==> src/ckswr_pkg.sv <==
// Package of register map, field positions and timing constants for the accessory switch and irq block.
package ckswr_pkg;

    // ==========================================================
    // Register addresses
    localparam logic [5:0] ADDR_SWITCH_WRITE = 6'h19;
    localparam logic [5:0] ADDR_SWITCH_SET   = 6'h1A;
    localparam logic [5:0] ADDR_SWITCH_CLEAR = 6'h1B;
    localparam logic [5:0] ADDR_IRQEN_WRITE  = 6'h1D;
    localparam logic [5:0] ADDR_IRQEN_SET    = 6'h1E;
    localparam logic [5:0] ADDR_IRQEN_CLEAR  = 6'h1F;
    localparam logic [5:0] ADDR_IRQ_STATUS   = 6'h20;

    // ==========================================================
    // Writable masks and reset values
    localparam logic [7:0] SWITCH_MASK  = 8'hFE;
    localparam logic [7:0] IRQEN_MASK   = 8'h27;
    localparam logic [7:0] REG_RESET    = 8'h00;

    // ==========================================================
    // Field positions
    localparam int BIT_ID_GND    = 1;
    localparam int BIT_TX_ROUTE  = 2;
    localparam int BIT_RX_ROUTE  = 3;
    localparam int BIT_LEFT_SW   = 4;
    localparam int BIT_RIGHT_SW  = 5;
    localparam int BIT_MIC_SW    = 6;
    localparam int BIT_DATA2_TRI = 7;
    localparam int BIT_OPEN_RISE = 0;
    localparam int BIT_OPEN_FALL = 1;
    localparam int BIT_DET_IRQ   = 2;
    localparam int BIT_RES_IRQ   = 5;

    // ==========================================================
    // Resistor codes and conversion timing
    localparam logic [2:0] RES_CODE_FLOAT = 3'h5;
    localparam logic [2:0] RES_CODE_ERROR = 3'h7;
    localparam int CLK_MHZ          = 50;
    localparam int CONV_TIME_US     = 282;
    localparam int CONV_CYCLES      = CONV_TIME_US * CLK_MHZ;
    localparam logic [1:0] LINE_SE0 = 2'h0;

    // Register bus request.
    typedef struct packed {
        logic [5:0] addr;
        logic [7:0] wdata;
        logic       wr;
        logic       rd;
    } ckswr_bus_t;

    // Analog sensing results from the pad ring.
    typedef struct packed {
        logic       id_open;
        logic       dp_voltage;
        logic [2:0] res_code;
        logic [1:0] line_state;
    } ckswr_sense_t;

endpackage : ckswr_pkg

==> src/ckswr_regs.sv <==
// Accessory switch control, irq enable and status registers with pin routing.
//
// Strobed register access was decided locally.
`timescale 1ns/1ps
module ckswr_regs (
    // Clock and reset
    input  wire logic                   ref_clk,
    input  wire logic                   sys_rst,
    // Register port
    input  wire ckswr_pkg::ckswr_bus_t  bus,
    output logic [7:0]                  rdata,
    // Sensing inputs from pads, enables, mode select and conversion strobes
    input  wire ckswr_pkg::ckswr_sense_t sense_pin,
    input  wire logic                   data_sink_current_en,
    input  wire logic                   id_pullup_en,
    input  wire logic                   accessory_mode_sel,
    input  wire logic                   vendor_res_irq_en,
    input  wire logic                   res_convert_start,
    input  wire logic                   vendor_code_read,
    // Data pins, analog switch controls and interrupt
    input  wire logic                   data0_in,
    input  wire logic                   dp_in,
    output logic                        data1_out,
    output logic                        data2_oe,
    output logic                        dm_out,
    output logic                        dm_oe,
    output logic                        id_pin_ground_drive,
    output logic                        left_audio_pin_en,
    output logic                        right_audio_pin_en,
    output logic                        left_audio_pin,
    output logic                        right_audio_pin,
    output logic                        se_rx_disable,
    output logic                        alt_int
);
    import ckswr_pkg::*;

    typedef enum logic [1:0] {
        CONV_IDLE = 2'b01,
        CONV_BUSY = 2'b10
    } ckswr_conv_t;

    logic [7:0]   sw;
    logic [7:0]   irqen;
    ckswr_sense_t s1;
    ckswr_sense_t s2;
    logic [2:0]   res_code_prev, res_code_q;
    logic [1:0]   line_state_prev, line_state_q;
    logic         d0_s1, d0_s2, dp_s1, dp_s2;
    logic         open_q, det_q, done_q;
    logic         resistor_measure_done;
    ckswr_conv_t  conv_state;
    logic [13:0]  conv_cnt;
    logic [7:0]   status;
    logic         data_detect_status;
    logic         id_open_status;

    // Three-address update: plain write, set ones, clear ones, masked.
    function automatic logic [7:0] tri_update(input logic [7:0] cur, input logic [7:0] wd,
                                              input logic [1:0] sel, input logic [7:0] mask);
        logic [7:0] nv;
        nv = cur;
        case (sel)
            2'd0: nv = wd;
            2'd1: nv = cur | wd;
            2'd2: nv = cur & ~wd;
            default: nv = cur;
        endcase
        return nv & mask;
    endfunction : tri_update

    // ==========================================================
    // Input synchronisers
    always_ff @(posedge ref_clk) begin
        if (sys_rst) begin
            s1    <= '0;
            s2    <= '0;
            d0_s1 <= 1'b0;
            d0_s2 <= 1'b0;
            dp_s1 <= 1'b0;
            dp_s2 <= 1'b0;
        end else begin
            s1    <= sense_pin;
            s2    <= s1;
            d0_s1 <= data0_in;
            d0_s2 <= d0_s1;
            dp_s1 <= dp_in;
            dp_s2 <= dp_s1;
        end
    end

    // ==========================================================
    // Multi-bit pad words
    // Each bit of a pad word is synchronised on its own, so a word caught mid-change may show
    // a code that never existed; a word is taken only after two equal samples in a row.
    always_ff @(posedge ref_clk) begin
        if (sys_rst) begin
            res_code_prev   <= '0;
            res_code_q      <= '0;
            line_state_prev <= '0;
            line_state_q    <= '0;
        end else begin
            res_code_prev   <= s2.res_code;
            line_state_prev <= s2.line_state;
            if (s2.res_code == res_code_prev) begin
                res_code_q <= res_code_prev;
            end
            if (s2.line_state == line_state_prev) begin
                line_state_q <= line_state_prev;
            end
        end
    end

    // ==========================================================
    // Control registers
    // switch register updates
    always_ff @(posedge ref_clk) begin
        if (sys_rst) begin
            sw <= REG_RESET;
        end else if (bus.wr) begin
            if (bus.addr == ADDR_SWITCH_WRITE) begin
                sw <= tri_update(sw, bus.wdata, 2'd0, SWITCH_MASK);
            end else if (bus.addr == ADDR_SWITCH_SET) begin
                sw <= tri_update(sw, bus.wdata, 2'd1, SWITCH_MASK);
            end else if (bus.addr == ADDR_SWITCH_CLEAR) begin
                sw <= tri_update(sw, bus.wdata, 2'd2, SWITCH_MASK);
            end
        end
    end

    always_ff @(posedge ref_clk) begin
        if (sys_rst) begin
            irqen <= REG_RESET;
        end else if (bus.wr) begin
            if (bus.addr == ADDR_IRQEN_WRITE) begin
                irqen <= tri_update(irqen, bus.wdata, 2'd0, IRQEN_MASK);
            end else if (bus.addr == ADDR_IRQEN_SET) begin
                irqen <= tri_update(irqen, bus.wdata, 2'd1, IRQEN_MASK);
            end else if (bus.addr == ADDR_IRQEN_CLEAR) begin
                irqen <= tri_update(irqen, bus.wdata, 2'd2, IRQEN_MASK);
            end
        end
    end

    // ==========================================================
    // Resistor conversion timer
    // done after conversion time, vendor read clears
    always_ff @(posedge ref_clk) begin
        if (sys_rst) begin
            conv_state            <= CONV_IDLE;
            conv_cnt              <= '0;
            resistor_measure_done <= 1'b0;
        end else begin
            // Done holds until the vendor code read; a finish in the same cycle still sets it.
            if (vendor_code_read) begin
                resistor_measure_done <= 1'b0;
            end
            case (conv_state)
                CONV_IDLE: begin
                    if (res_convert_start) begin
                        conv_state <= CONV_BUSY;
                        conv_cnt   <= 14'(CONV_CYCLES - 1);
                    end
                end
                CONV_BUSY: begin
                    if (conv_cnt == 14'h0000) begin
                        conv_state            <= CONV_IDLE;
                        resistor_measure_done <= 1'b1;
                    end else begin
                        conv_cnt <= conv_cnt - 14'h0001;
                    end
                end
                default: conv_state <= CONV_IDLE;
            endcase
        end
    end

    // ==========================================================
    // Status and interrupt
    // floating indication needs pull-up
    assign id_open_status     = s2.id_open & id_pullup_en;
    // comparator valid with sink enabled and SE0
    assign data_detect_status = s2.dp_voltage & data_sink_current_en & (line_state_q == LINE_SE0);

    always_comb begin
        status    = '0;
        status[0] = id_open_status;
        status[1] = data_detect_status;
        status[5:3] = res_code_q;
        status[6] = resistor_measure_done;
    end

    always_ff @(posedge ref_clk) begin
        if (sys_rst) begin
            open_q <= 1'b0;
            det_q  <= 1'b0;
            done_q <= 1'b0;
        end else begin
            open_q <= id_open_status;
            det_q  <= data_detect_status;
            done_q <= resistor_measure_done;
        end
    end

    always_ff @(posedge ref_clk) begin
        if (sys_rst) begin
            alt_int <= 1'b0;
        end else begin
            alt_int <= (irqen[BIT_OPEN_RISE] & id_open_status & ~open_q)
                     | (irqen[BIT_OPEN_FALL] & ~id_open_status & open_q)
                     | (irqen[BIT_DET_IRQ] & (data_detect_status ^ det_q))
                     | ((irqen[BIT_RES_IRQ] | vendor_res_irq_en) & resistor_measure_done & ~done_q);
        end
    end

    // Read data is valid only in the cycle after the strobe.
    always_ff @(posedge ref_clk) begin
        if (sys_rst) begin
            rdata <= '0;
        end else if (bus.rd) begin
            if (bus.addr == ADDR_SWITCH_WRITE || bus.addr == ADDR_SWITCH_SET || bus.addr == ADDR_SWITCH_CLEAR) begin
                rdata <= sw;
            end else if (bus.addr == ADDR_IRQEN_WRITE || bus.addr == ADDR_IRQEN_SET
                         || bus.addr == ADDR_IRQEN_CLEAR) begin
                rdata <= irqen;
            end else if (bus.addr == ADDR_IRQ_STATUS) begin
                rdata <= status;
            end else begin
                rdata <= '0;
            end
        end else begin
            rdata <= '0;
        end
    end

    // ==========================================================
    // Pin routing
    // receive route or idle high
    assign data1_out = sw[BIT_RX_ROUTE] ? dp_s2 : 1'b1;
    assign dm_out = d0_s2;
    assign dm_oe  = sw[BIT_TX_ROUTE];
    assign id_pin_ground_drive = sw[BIT_ID_GND];
    assign left_audio_pin_en  = sw[BIT_LEFT_SW];
    assign right_audio_pin_en = sw[BIT_RIGHT_SW] | sw[BIT_MIC_SW];
    // serial data on enabled audio pins
    assign left_audio_pin  = left_audio_pin_en & sw[BIT_TX_ROUTE] & d0_s2;
    assign right_audio_pin = right_audio_pin_en & sw[BIT_RX_ROUTE] & dp_s2;
    assign se_rx_disable = sw[BIT_LEFT_SW] | sw[BIT_RIGHT_SW] | sw[BIT_MIC_SW];
    // data line 2 driven low unless tri-state selected in accessory mode
    assign data2_oe = ~(sw[BIT_DATA2_TRI] & accessory_mode_sel);

    // ==========================================================
    // Assertions
    set_wins_a: assert property (@(posedge ref_clk) disable iff (sys_rst)
        bus.wr && bus.addr == ADDR_SWITCH_SET |=> (sw & $past(bus.wdata) & SWITCH_MASK) == ($past(bus.wdata) & SWITCH_MASK))
        else $error("switch set lost bits");
    clear_bits_a: assert property (@(posedge ref_clk) disable iff (sys_rst)
        bus.wr && bus.addr == ADDR_IRQEN_CLEAR |=> (irqen & $past(bus.wdata)) == 8'h00)
        else $error("irq enable clear failed");
    data1_high_a: assert property (@(posedge ref_clk) disable iff (sys_rst)
        !sw[BIT_RX_ROUTE] |-> data1_out)
        else $error("data line 1 not high");
    right_sw_a: assert property (@(posedge ref_clk) disable iff (sys_rst)
        right_audio_pin_en == (sw[BIT_RIGHT_SW] || sw[BIT_MIC_SW]))
        else $error("right audio switch wrong");
    reserved_zero_a: assert property (@(posedge ref_clk) disable iff (sys_rst)
        sw[0] == 1'b0 && irqen[7:6] == 2'b00 && irqen[4:3] == 2'b00)
        else $error("reserved bit set");
    read_status_a: assert property (@(posedge ref_clk) disable iff (sys_rst)
        bus.rd && bus.addr == ADDR_IRQ_STATUS |=> rdata == $past(status))
        else $error("status read mismatch");
    open_rise_a: assert property (@(posedge ref_clk) disable iff (sys_rst)
        irqen[BIT_OPEN_RISE] && $rose(id_open_status) |=> alt_int)
        else $error("missing float rise irq");
    det_change_a: assert property (@(posedge ref_clk) disable iff (sys_rst)
        irqen[BIT_DET_IRQ] && $changed(data_detect_status) |=> alt_int)
        else $error("missing detect irq");
    conv_done_a: assert property (@(posedge ref_clk) disable iff (sys_rst)
        conv_state == CONV_BUSY && conv_cnt == 14'h0000 |=> resistor_measure_done)
        else $error("conversion done not set");
    se_rx_off_a: assert property (@(posedge ref_clk) disable iff (sys_rst)
        sw[BIT_MIC_SW] |-> se_rx_disable)
        else $error("receivers not disabled");
    id_ground_a: assert property (@(posedge ref_clk) disable iff (sys_rst)
        bus.wr && bus.addr == ADDR_SWITCH_WRITE && bus.wdata[BIT_ID_GND] |=> id_pin_ground_drive)
        else $error("id ground drive missing");
    tx_clear_a: assert property (@(posedge ref_clk) disable iff (sys_rst)
        bus.wr && bus.addr == ADDR_SWITCH_CLEAR && bus.wdata[BIT_TX_ROUTE] |=> !dm_oe)
        else $error("transmit route not cleared");
    left_sw_a: assert property (@(posedge ref_clk) disable iff (sys_rst)
        bus.wr && bus.addr == ADDR_SWITCH_WRITE && bus.wdata[BIT_LEFT_SW] |=> left_audio_pin_en)
        else $error("left audio switch missing");
    data2_tri_a: assert property (@(posedge ref_clk) disable iff (sys_rst)
        sw[BIT_DATA2_TRI] && accessory_mode_sel |-> !data2_oe)
        else $error("data line 2 still driven");
    left_uart_a: assert property (@(posedge ref_clk) disable iff (sys_rst)
        sw[BIT_LEFT_SW] && sw[BIT_TX_ROUTE] |-> left_audio_pin == dm_out)
        else $error("serial data missing on left audio");
    open_fall_a: assert property (@(posedge ref_clk) disable iff (sys_rst)
        irqen[BIT_OPEN_FALL] && $fell(id_open_status) |=> alt_int)
        else $error("missing float fall irq");
    dp_unused_a: assert property (@(posedge ref_clk) disable iff (sys_rst)
        bus.rd && bus.addr == ADDR_IRQ_STATUS |=> !rdata[2] && !rdata[7])
        else $error("unused status bit set");
    done_irq_a: assert property (@(posedge ref_clk) disable iff (sys_rst)
        (irqen[BIT_RES_IRQ] || vendor_res_irq_en) && $rose(resistor_measure_done) |=> alt_int)
        else $error("missing conversion irq");
    det_gate_a: assert property (@(posedge ref_clk) disable iff (sys_rst)
        !data_sink_current_en |-> !status[1])
        else $error("detect without sink current");
    done_clear_a: assert property (@(posedge ref_clk) disable iff (sys_rst)
        vendor_code_read && conv_state == CONV_IDLE |=> !resistor_measure_done)
        else $error("conversion done not cleared");

endmodule : ckswr_regs

==> config.mk <==
export PLATFORM = sky130hd
export DESIGN_NAME = ckswr_regs
export DESIGN_NICKNAME = d
export VERILOG_FILES = /design/src/ckswr_pkg.sv /design/src/ckswr_regs.sv
export SDC_FILE = /design/constraint.sdc
export NUM_CORES = 1
export LEC_CHECK = 0
export CAP_MARGIN = 5
export CORE_ASPECT_RATIO = 0.8
export CORE_UTILIZATION = 45
export DETAILED_ROUTE_END_ITERATION = 7
export DONT_BUFFER_PORTS = 1
export HOLD_SLACK_MARGIN = 0.03
export PLACE_DENSITY_LB_ADDON = 0.3
export SYNTH_ARGS = -nofsm -noshare
export SYNTH_HDL_FRONTEND = slang
export SYNTH_SLANG_ARGS = --single-unit
==> constraint.sdc <==
create_clock -name ref_clk -period 2.2 [get_ports ref_clk]
set_input_delay 0.11 -clock ref_clk [delete_from_list [all_inputs] [get_ports ref_clk]]
set_output_delay 0.11 -clock ref_clk [all_outputs]
set_load 0.02 [all_outputs]
==> results.toml, run 1 <==
[logic_synthesis]
post_synth_and_or_nand_nor_area_fraction = 0.269
yosysUniqueCellTypes = 55
syn-instance-count = 277
yosysWarningCount = 0
synthArstFlopShare = 0
postSynthAreaPerCell_um2 = 9.76
yosys.area_share.adder = 0.00463
synth-compound-area-share = 0.167
number_of_nets_produced_by_synthesis = 311
synthMuxAreaShare = 0.0148
synth-main-ff-cell = "dfxtp_1"
synth_area_mm2 = 0.00270
largest_family_of_logic_cells_by_synthesized_area = "simple AND/OR/NAND/NOR gates"
post_synth_edffs = 0
yosys.area_share.xor_xnor = 0.0227
synth_seq_area_share = 0.503
synth-seq-cells = 68

[cts]
cts-htree-levels = 3
clk_path_buf_depth = 2
post_cts.resized_instances = 0
cts.clk_slew.worst_paths_ns = 0.07
clk_latency_ns = 0.34
cts_hold_buf = 22
cts_inserted_buffers = 9
cts_tree = "built"
postCtsSetupRepairBufs = 0
clkSinkCount = 68
clock_tree.root_cell = "clkbuf_8"

[die]
std_cell_rows = 24
design.core.area_mm2 = 0.00562
start_util = 0.482
die_width_um = 88.7
die_area_mm2 = 0.00632
die_height_um = 71.3
io_pins = 52

[critical_path]
worstSetupPathType = "flop to flop"
cp_slowest_stage_delay_ns = 0.50
worst_r2r_endpoint = "conv_cnt[10]"
crit_path_start_kind = "flop"
cp.required_ns = 2.47
highest_delay_cell_along_the_critical_path = "or4b_1"
beginning_of_the_critical_path = "conv_cnt[0]"
timing.critical_path.to_type = "flop"
cp.arrival_ns = 2.14
r2r_slack_ns = 0.33
critical_path_maximum_fanout = 7
timing.reg2reg.worst_path_depth = 6
crit_path_end = "conv_cnt[10]"
chain_of_cells_forming_the_critical_path = "inv_1 -> ha_1 -> nor4b_4 -> nand3_2 -> or4b_1 -> a31oi_1"
cp.buffers_inverters = 1
critical_path.top_delay_family = "simple AND/OR/NAND/NOR gates"
r2r_start = "conv_cnt[0]"
cp_num_cells = 6

[route]
total_number_of_vias = 2148
wl_per_cell_um = 15.1
antenna_violating_nets_post_route = 0
post-route-drc-count = 0
route.detailed.vias_per_inst = 5.54
detailedRoute.firstIterationViolations = 115
drt_pass1_iterations = 4
postRouteWirelength_mm = 5.84

[placed_design]
gp_congestion = 0.789
dp.final_hpwl_mm = 3.85
dp_worst_setup_slack_ns = 0.357
port_buffers = 0

[layout]
final_util = 0.576
num-fill-cells = 499
area_delta_synth_final_pct = 19.7
layout-drive-gt1-share = 0.0968
nets = 339
antennaDiodeCount = 0
multiInputGateArea_mm2 = 0.00129
seqCellArea_mm2 = 0.00136

[job]
maxCapViolations = 0

[timing]
hold_ws_ns = 0.0647
worst_pin_slew_ns = 0.914
max_clock_freq_mhz = 534
period_minus_slack_ns = 1.87
rsz0062_at_grt = "no"
slew_viol_final = 0
post-route-period-util = 0.851
max-slew-margin-rel = 0.386
finalSetupViolCount = 0
finalClockSkew_ns = 0.00518
hold_viol_final = 0
fin_setup_tns_ns = 0
timing.final.ws_setup_ns = 0.328

[grt]
globalRoute.totalOverflow = 0
globalRoute.busiestLayer = "met2"
grtUsageMet2 = 0.298
grt.total_usage = 0.201
grt_util_met3 = 0.0899
maximum_number_of_pins_on_one_net_before_global_route_repair = 44
grt_antenna_before_repair = 0
grt_first_pass_wirelength_mm = 9.58
globalRouteMet1Util = 0.266
first_global_vias = 1998

[power]
leakagePower_uw = 0.00116
vdd_drop_max_mv = 0.493
p_per_area_mw_per_mm2 = 792
power.total_uw = 2560

[hold_path]
worst_hold_path.num_cells = 2
worstHoldPathType = "input pin to flop"

[run_status]
outcome = "finished clean"
power breakdown:
part | internal, µW | switching (µW)
combinational | 104 | 106
clock | 563 | 482
sequential | 1270 | 36.7
total | 1940 | 625
how the worst min path moves through the flow:
stage               startpoint             to  slack [ns]
global placement       sys_rst         done_q        0.18
detailed placement     sys_rst         done_q        0.19
finish                 sys_rst         done_q        0.06
global route           sys_rst  res_code_q[2]        0.05
CTS                    sys_rst         done_q        0.04
floorplan               bus[2]           flop        0.24
per-stage QoR:
stage	instance area, µm²	instances
3_3_place_gp	2800	350
6_report	3240	388
5_1_grt	3240	388
2_1_floorplan	2700	277
3_5_place_dp	2800	350
4_1_cts	3240	388
Yosys cell counts (all sizes together) (2+ instances only):
library cell	instances	area, µm²
nor4	3	25.0
dfxtp	68	1360
o21ai	19	95.1
nand4	3	18.8
or3	7	45.1
a22oi	8	60.1
nand3	7	40.0
mux2i	4	40.0
a32o	11	110
nor3	9	50.1
a31oi	8	50.1
buf	2	8.75
xor2	2	17.5
a211oi	2	15.0
nand2	13	48.8
a21boi	2	15.0
inv	3	11.3
nor2	23	86.3
a21o	2	15.0
xnor2	5	43.8
and4	2	17.5
nor4b	5	65.1
a21oi	4	20.0
and3	4	25.0
nor2b	24	150
nand2b	7	43.8
clkbuf	7	26.3
or4	4	33.8
cell families (layout without fill, tap and decap cells):
kind of cell,Yosys count,after routing
adders and majority gates,1,1
DFF,68,68
xor gates and xnor gates,7,7
and+or+nand+nor,120,120
muxes,4,4
AOI/OAI and AO/OA,64,64
buffers and inverters,13,46
metal layers:
| metal | share of wire | vias to the layer above |
|---|---|---|
| li1 | - | 1087 |
| met1 | 0.47 | 994 |
| met2 | 0.45 | 62 |
| met3 | 0.070 | 5 |
| met4 | 0.0077 | 0 |
| met5 | 0 | - |
final cells by class:
cell class,count,area share
Clock buffer,10,0.0425
Clock inverter,6,0.0224
Tap cell,78,0.0302
Multi-Input combinational cell,196,0.399
Timing Repair Buffer,26,0.0804
Inverter,4,0.00464
Sequential cell,68,0.421
layout by cell type, fill, tap and decap left out, types with 3 or more instances in the layout:
cell	instances
a21oi_1	4
or3_1	6
a31oi_1	8
inv_1	3
nand2_1	13
clkbuf_8	10
mux2i_1	4
a32o_1	11
nand4_1	3
nor2_1	23
xnor2_1	5
buf_4	4
nor2b_1	24
dfxtp_1	68
o21ai_0	19
clkinv_4	3
nand2b_1	7
nor4b_1	3
nor3_1	8
a22oi_1	8
nand3_1	6
and3_1	4
dlygate4sd3_1	21
or4_1	3
Power figures use the tool's default switching activity.
==> inputs of run 2 (changes only) <==
--- a/config.mk
+++ b/config.mk
@@ -6,7 +6,7 @@
 export NUM_CORES = 1
 export LEC_CHECK = 0
 export CAP_MARGIN = 5
-export CORE_ASPECT_RATIO = 0.8
+export CORE_ASPECT_RATIO = 0.9
 export CORE_UTILIZATION = 45
 export DETAILED_ROUTE_END_ITERATION = 7
 export DONT_BUFFER_PORTS = 1
==> run 2 against run 1 <==
Net effect: design area down 0.70%; sequential cell count unchanged; combinational power about the same; via count grew 0.19%; critical path type unchanged; largest power group unchanged.
==> results.toml, run 2 (synthesized netlist as in run 1, its figures left out) <==
[run_status]
outcome = "finished clean"

[timing]
rsz0062_at_grt = "no"
fin_setup_tns_ns = 0
finalClockSkew_ns = 0.00572
hold_viol_final = 0
period_minus_slack_ns = 1.86
post-route-period-util = 0.844
slew_viol_final = 0
hold_ws_ns = 0.0510
max_clock_freq_mhz = 539
worst_pin_slew_ns = 0.970
finalSetupViolCount = 0
max-slew-margin-rel = 0.349

[cts]
clk_latency_ns = 0.34
cts-htree-levels = 3
cts_inserted_buffers = 9
postCtsSetupRepairBufs = 0
cts.clk_slew.worst_paths_ns = 0.07
clock_tree.root_cell = "clkbuf_8"
cts_tree = "built"
clk_path_buf_depth = 2
clkSinkCount = 68

[power]
power_report.internal_total_uw = 2020
p_seq_frac = 0.494
leakagePower_uw = 0.00116
vdd_drop_max_mv = 0.688
netSwitchingFraction = 0.237
pwr-share-clk = 0.427
power.switching_uw = 626
p_per_area_mw_per_mm2 = 822
combPwrFrac = 0.079

[route]
detailedRoute.firstIterationViolations = 125
post-route-drc-count = 0
antenna_violating_nets_post_route = 0
wl_per_cell_um = 14.5
total_number_of_vias = 2152
postRouteWirelength_mm = 5.48
route.detailed.vias_per_inst = 5.71
drt_pass1_iterations = 4

[grt]
globalRoute.totalOverflow = 0
maximum_number_of_pins_on_one_net_before_global_route_repair = 44
grt.total_usage = 0.189
grt_antenna_before_repair = 0
grt_first_pass_wirelength_mm = 9.20
first_global_vias = 1978

[die]
io_pins = 52
die_height_um = 75.5
die_width_um = 83.7
die_area_mm2 = 0.00632
design.core.area_mm2 = 0.00573
start_util = 0.472
std_cell_rows = 26

[layout]
final_util = 0.561
nets = 336
antennaDiodeCount = 0
post-route-cell-area_mm2 = 0.00321
final_cell_count_no_fill = 377
area_delta_synth_final_pct = 18.9
layout-drive-gt1-share = 0.0912
final_cell_mix = "68 x dfxtp_1, 24 x nor2b_1, 23 x nor2_1, 20 x dlygate4sd3_1, 19 x o21ai_0"
layout.cells.most_common = "dfxtp_1"

[critical_path]
critical_path_maximum_fanout = 7
cp.arrival_ns = 2.13
crit_path_start_kind = "flop"
timing.critical_path.to_type = "flop"
worstSetupPathType = "flop to flop"
cp.required_ns = 2.47

[job]
maxCapViolations = 0

[hold_path]
worstHoldPathType = "input pin to flop"

[placed_design]
dp.final_hpwl_mm = 3.68
place_area_mm2 = 0.00277
port_buffers = 0
gp_congestion = 0.850
placed_cells_incl_taps = 340
## run 2: cell count changes in the layout (fill, tap and decap cells not counted), sizes merged
cell,previous run,this run
buf,5,3
bufinv,1,2
clkbuf,10,9
dlygate4sd3,21,20
## run 2: final timing paths
path / from / endpoint / slack [ns] / depth (start not counted)
max: conv_cnt[0] / conv_cnt[10] / 0.34 / 6
min: sys_rst / done_q / 0.05 / 2
max reg2reg: conv_cnt[0] / conv_cnt[10] / 0.34 / 6
min reg2reg: s1[0] / s2[0] / 0.44 / 1
## run 2: repair_timing
action	4_1_cts	5_1_grt
hold buffers	21	0
resized for setup	0	0
endpoints found under the hold margin	57	0
## run 2: power groups by stage
| stage | clock network, µW | logic, µW | registers, µW |
|---|---|---|---|
| after floorplan | 0 | 145 | 1320 |
| after global placement | 0 | 157 | 1330 |
| after detailed placement | 0 | 162 | 1330 |
| after CTS | 1170 | 207 | 1300 |
| after global routing | 1210 | 231 | 1310 |
| final | 1130 | 207 | 1310 |
## run 2: per-stage QoR
stage          total power (µW)  setup slack (ns)
5_1_grt                    2750             0.175
3_5_place_dp               1490             0.376
4_1_cts                    2680             0.354
2_1_floorplan              1470             0.539
6_report                   2640             0.344
3_3_place_gp               1490             0.436
## run 2: layout make-up
class	instances	area, µm²
flip-flops and latches	68	1360
repair buffers	23	235
clock inverters	7	98.8
multi-input cells	196	1290
clock buffers	9	124
inverters	4	15.0
fillers	511	2510
well taps	70	87.6
## run 2: layer usage
layer / part of all wire / global-route usage
met5: 0 / 0
met4: 0.018 / 0.0753
met1: 0.45 / 0.228
met3: 0.077 / 0.0769
met2: 0.46 / 0.306
## run 2: critical path, stage by stage, from the launching register on
cell     delay (ns)
dfxtp_1        0.34
inv_1          0.07
ha_1           0.19
nor4b_4        0.34
nand3_2        0.18
or4b_1         0.50
a31oi_1        0.17
==> inputs of run 3 (changes only) <==
==> constraint.sdc (replaced) <==
create_clock -name ref_clk -period 1.5 [get_ports ref_clk]
set_input_delay 0.075 -clock ref_clk [delete_from_list [all_inputs] [get_ports ref_clk]]
set_output_delay 0.075 -clock ref_clk [all_outputs]
set_load 0.02 [all_outputs]
==> run 3 against run 2 <==
Net effect: combinational power rose by 130%; sequential power increased by 46%; power is 49% higher; fmax rose by 14%; the run now ends with negative setup slack left; via count rose by 9.9%; register-to-register slack got worse by 0.48 ns; setup slack worse by 0.48 ns; highest routed layer unchanged; clock power grew 38%; wire length up 17%; largest cell class is now multi-input gates; core utilization increased by 6.9 points.
==> results.toml, run 3 (synthesized netlist as in run 1, its figures left out) <==
[cts]
clk_latency_ns = 0.34
clkSinkCount = 68
cts.clk_slew.worst_paths_ns = 0.07
cts_inserted_buffers = 9
clk_path_buf_depth = 2
cts-htree-levels = 3
cts_tree = "built"
clock_tree.root_cell = "clkbuf_8"

[die]
die_width_um = 83.7
std_cell_rows = 26
die_area_mm2 = 0.00632
design.core.area_mm2 = 0.00573
start_util = 0.472
die_height_um = 75.5
io_pins = 52

[route]
post-route-drc-count = 0
route.detailed.vias_per_inst = 5.66
total_number_of_vias = 2366
postRouteWirelength_mm = 6.40
antenna_violating_nets_post_route = 0
detailedRoute.firstIterationViolations = 134
drt_pass1_iterations = 4
wl_per_cell_um = 15.3

[grt]
maximum_number_of_pins_on_one_net_before_global_route_repair = 44
grt.total_usage = 0.210
first_global_vias = 2247
grt_util_met3 = 0.0769
globalRouteMet1Util = 0.240
grt_antenna_before_repair = 0
globalRoute.totalOverflow = 0
globalRoute.busiestLayer = "met2"
grtUsageMet2 = 0.377
grt_first_pass_wirelength_mm = 10.2

[critical_path]
worstSetupPathType = "flop to flop"
r2r_start = "conv_cnt[1]"
worst_r2r_endpoint = "resistor_measure_done"
timing.reg2reg.worst_path_depth = 8
cp_slowest_stage_delay_ns = 0.32
cp.arrival_ns = 1.92
cp.required_ns = 1.78
highest_delay_cell_along_the_critical_path = "dfxtp_2"
r2r_slack_ns = -0.13
critical_path_maximum_fanout = 5
chain_of_cells_forming_the_critical_path = "inv_2 -> ha_4 -> nor4b_4 -> nand3_2 -> buf_4 -> buf_6 -> o32a_1 -> nor2_1"
timing.critical_path.to_type = "flop"
crit_path_start_kind = "flop"

[timing]
timing.final.ws_setup_ns = -0.134
max_clock_freq_mhz = 612
slew_viol_final = 0
max-slew-margin-rel = 0.386
worst_pin_slew_ns = 0.914
post-route-period-util = 1.09
hold_viol_final = 0
finalSetupViolCount = 13
finalClockSkew_ns = 0.00403
rsz0062_at_grt = "yes"
period_minus_slack_ns = 1.63

[placed_design]
gp_congestion = 0.795
placed_cells_incl_taps = 376
dp.final_hpwl_mm = 4.11
dp_worst_setup_slack_ns = -0.173
port_buffers = 0

[run_status]
failed_checks = "negative setup slack"
outcome = "finished with violations"

[job]
maxCapViolations = 0

[layout]
final_cell_count_no_fill = 418
antennaDiodeCount = 0
layout.cells.most_common = "dfxtp_1"
num-fill-cells = 489
layout-drive-gt1-share = 0.250
area_delta_synth_final_pct = 33.6
nets = 377
final_cell_mix = "64 x dfxtp_1, 40 x buf_4, 23 x nor2b_1, 21 x nor2_1, 21 x dlygate4sd3_1"

[power]
p_per_area_mw_per_mm2 = 1090
leakagePower_uw = 0.00138
vdd_drop_max_mv = 0.703

[hold_path]
hp-start = "bus[4]"
worst_hold_path.num_cells = 2
worstHoldPathType = "input pin to flop"
run 3: changes by cell type in the layout (fill, tap and decap cells not counted), sizes merged:
cell,before,now
inv,4,5
clkinv,4,1
clkinvlp,1,2
buf,3,43
dlygate4sd3,20,21
clkbuf,9,11
bufinv,2,1
run 3: layout make-up:
class	instances	area [µm²]	area share
Multi-Input combinational cell	196	1380	0.381
Sequential cell	68	1370	0.379
Timing Repair Buffer	64	553	0.153
Clock buffer	11	151	0.0419
Tap cell	70	87.6	0.0242
Clock inverter	5	58.8	0.0163
Inverter	4	15.0	0.00416
run 3: metal layers:
layer	up-vias	routed length (µm)
met3	6	398
met5	-	0
li1	1162	-
met1	1115	2830
met2	83	3130
met4	0	42
run 3: how the worst max path moves through the flow:
stage	from	endpoint	slack, ns	cells after the start
2_1_floorplan	conv_cnt[1]	conv_cnt[10]	-0.14	6
3_3_place_gp	conv_cnt[1]	conv_cnt[10]	-0.12	6
3_5_place_dp	conv_cnt[1]	conv_cnt[10]	-0.17	6
4_1_cts	conv_cnt[1]	conv_cnt[10]	-0.13	6
5_1_grt	conv_cnt[1]	conv_cnt[10]	-0.22	6
6_report	conv_cnt[1]	resistor_measure_done	-0.13	8
run 3: worst max-delay path: cells and delay by family (launching register included):
| family | cells | cell delay, ns |
|---|---|---|
| adder cells (fa/ha/maj) | 1 | 0.13 |
| AND/OR/NAND/NOR | 3 | 0.50 |
| AO/OA/AOI/OAI | 1 | 0.29 |
| buffers and inverters | 3 | 0.34 |
| flip-flops | 1 | 0.32 |
run 3: through the flow:
stage / power (µW) / TNS, ns / util / instance area (µm²) / hold WS [ns]
after CTS: 3930 / -0.846 / 0.619 / 3550 / 0.0367
after detailed placement: 2300 / -0.970 / 0.536 / 3070 / 0.147
after global placement: 2290 / -0.551 / 0.536 / 3070 / 0.143
after global routing: 4100 / -1.93 / 0.631 / 3610 / 0.0546
final: 3940 / -0.903 / 0.631 / 3610 / 0.0533
after floorplan: 2170 / -0.413 / - / 2730 / 0.201
run 3: power by group:
group          internal (µW)  leakage [µW]  switching (µW)
combinational            252      0.000719             220
sequential              1860      0.000557            43.4
clock                    861      0.000102             697
run 3: timing repair:
item,4_1_cts,5_1_grt
setup buffers,1,4
gates cloned,0,0
pin swaps,11,5
gates resized for setup,8,11
endpoints found under the hold margin,57,0
setup endpoints to repair,15,17
hold buffers,22,0
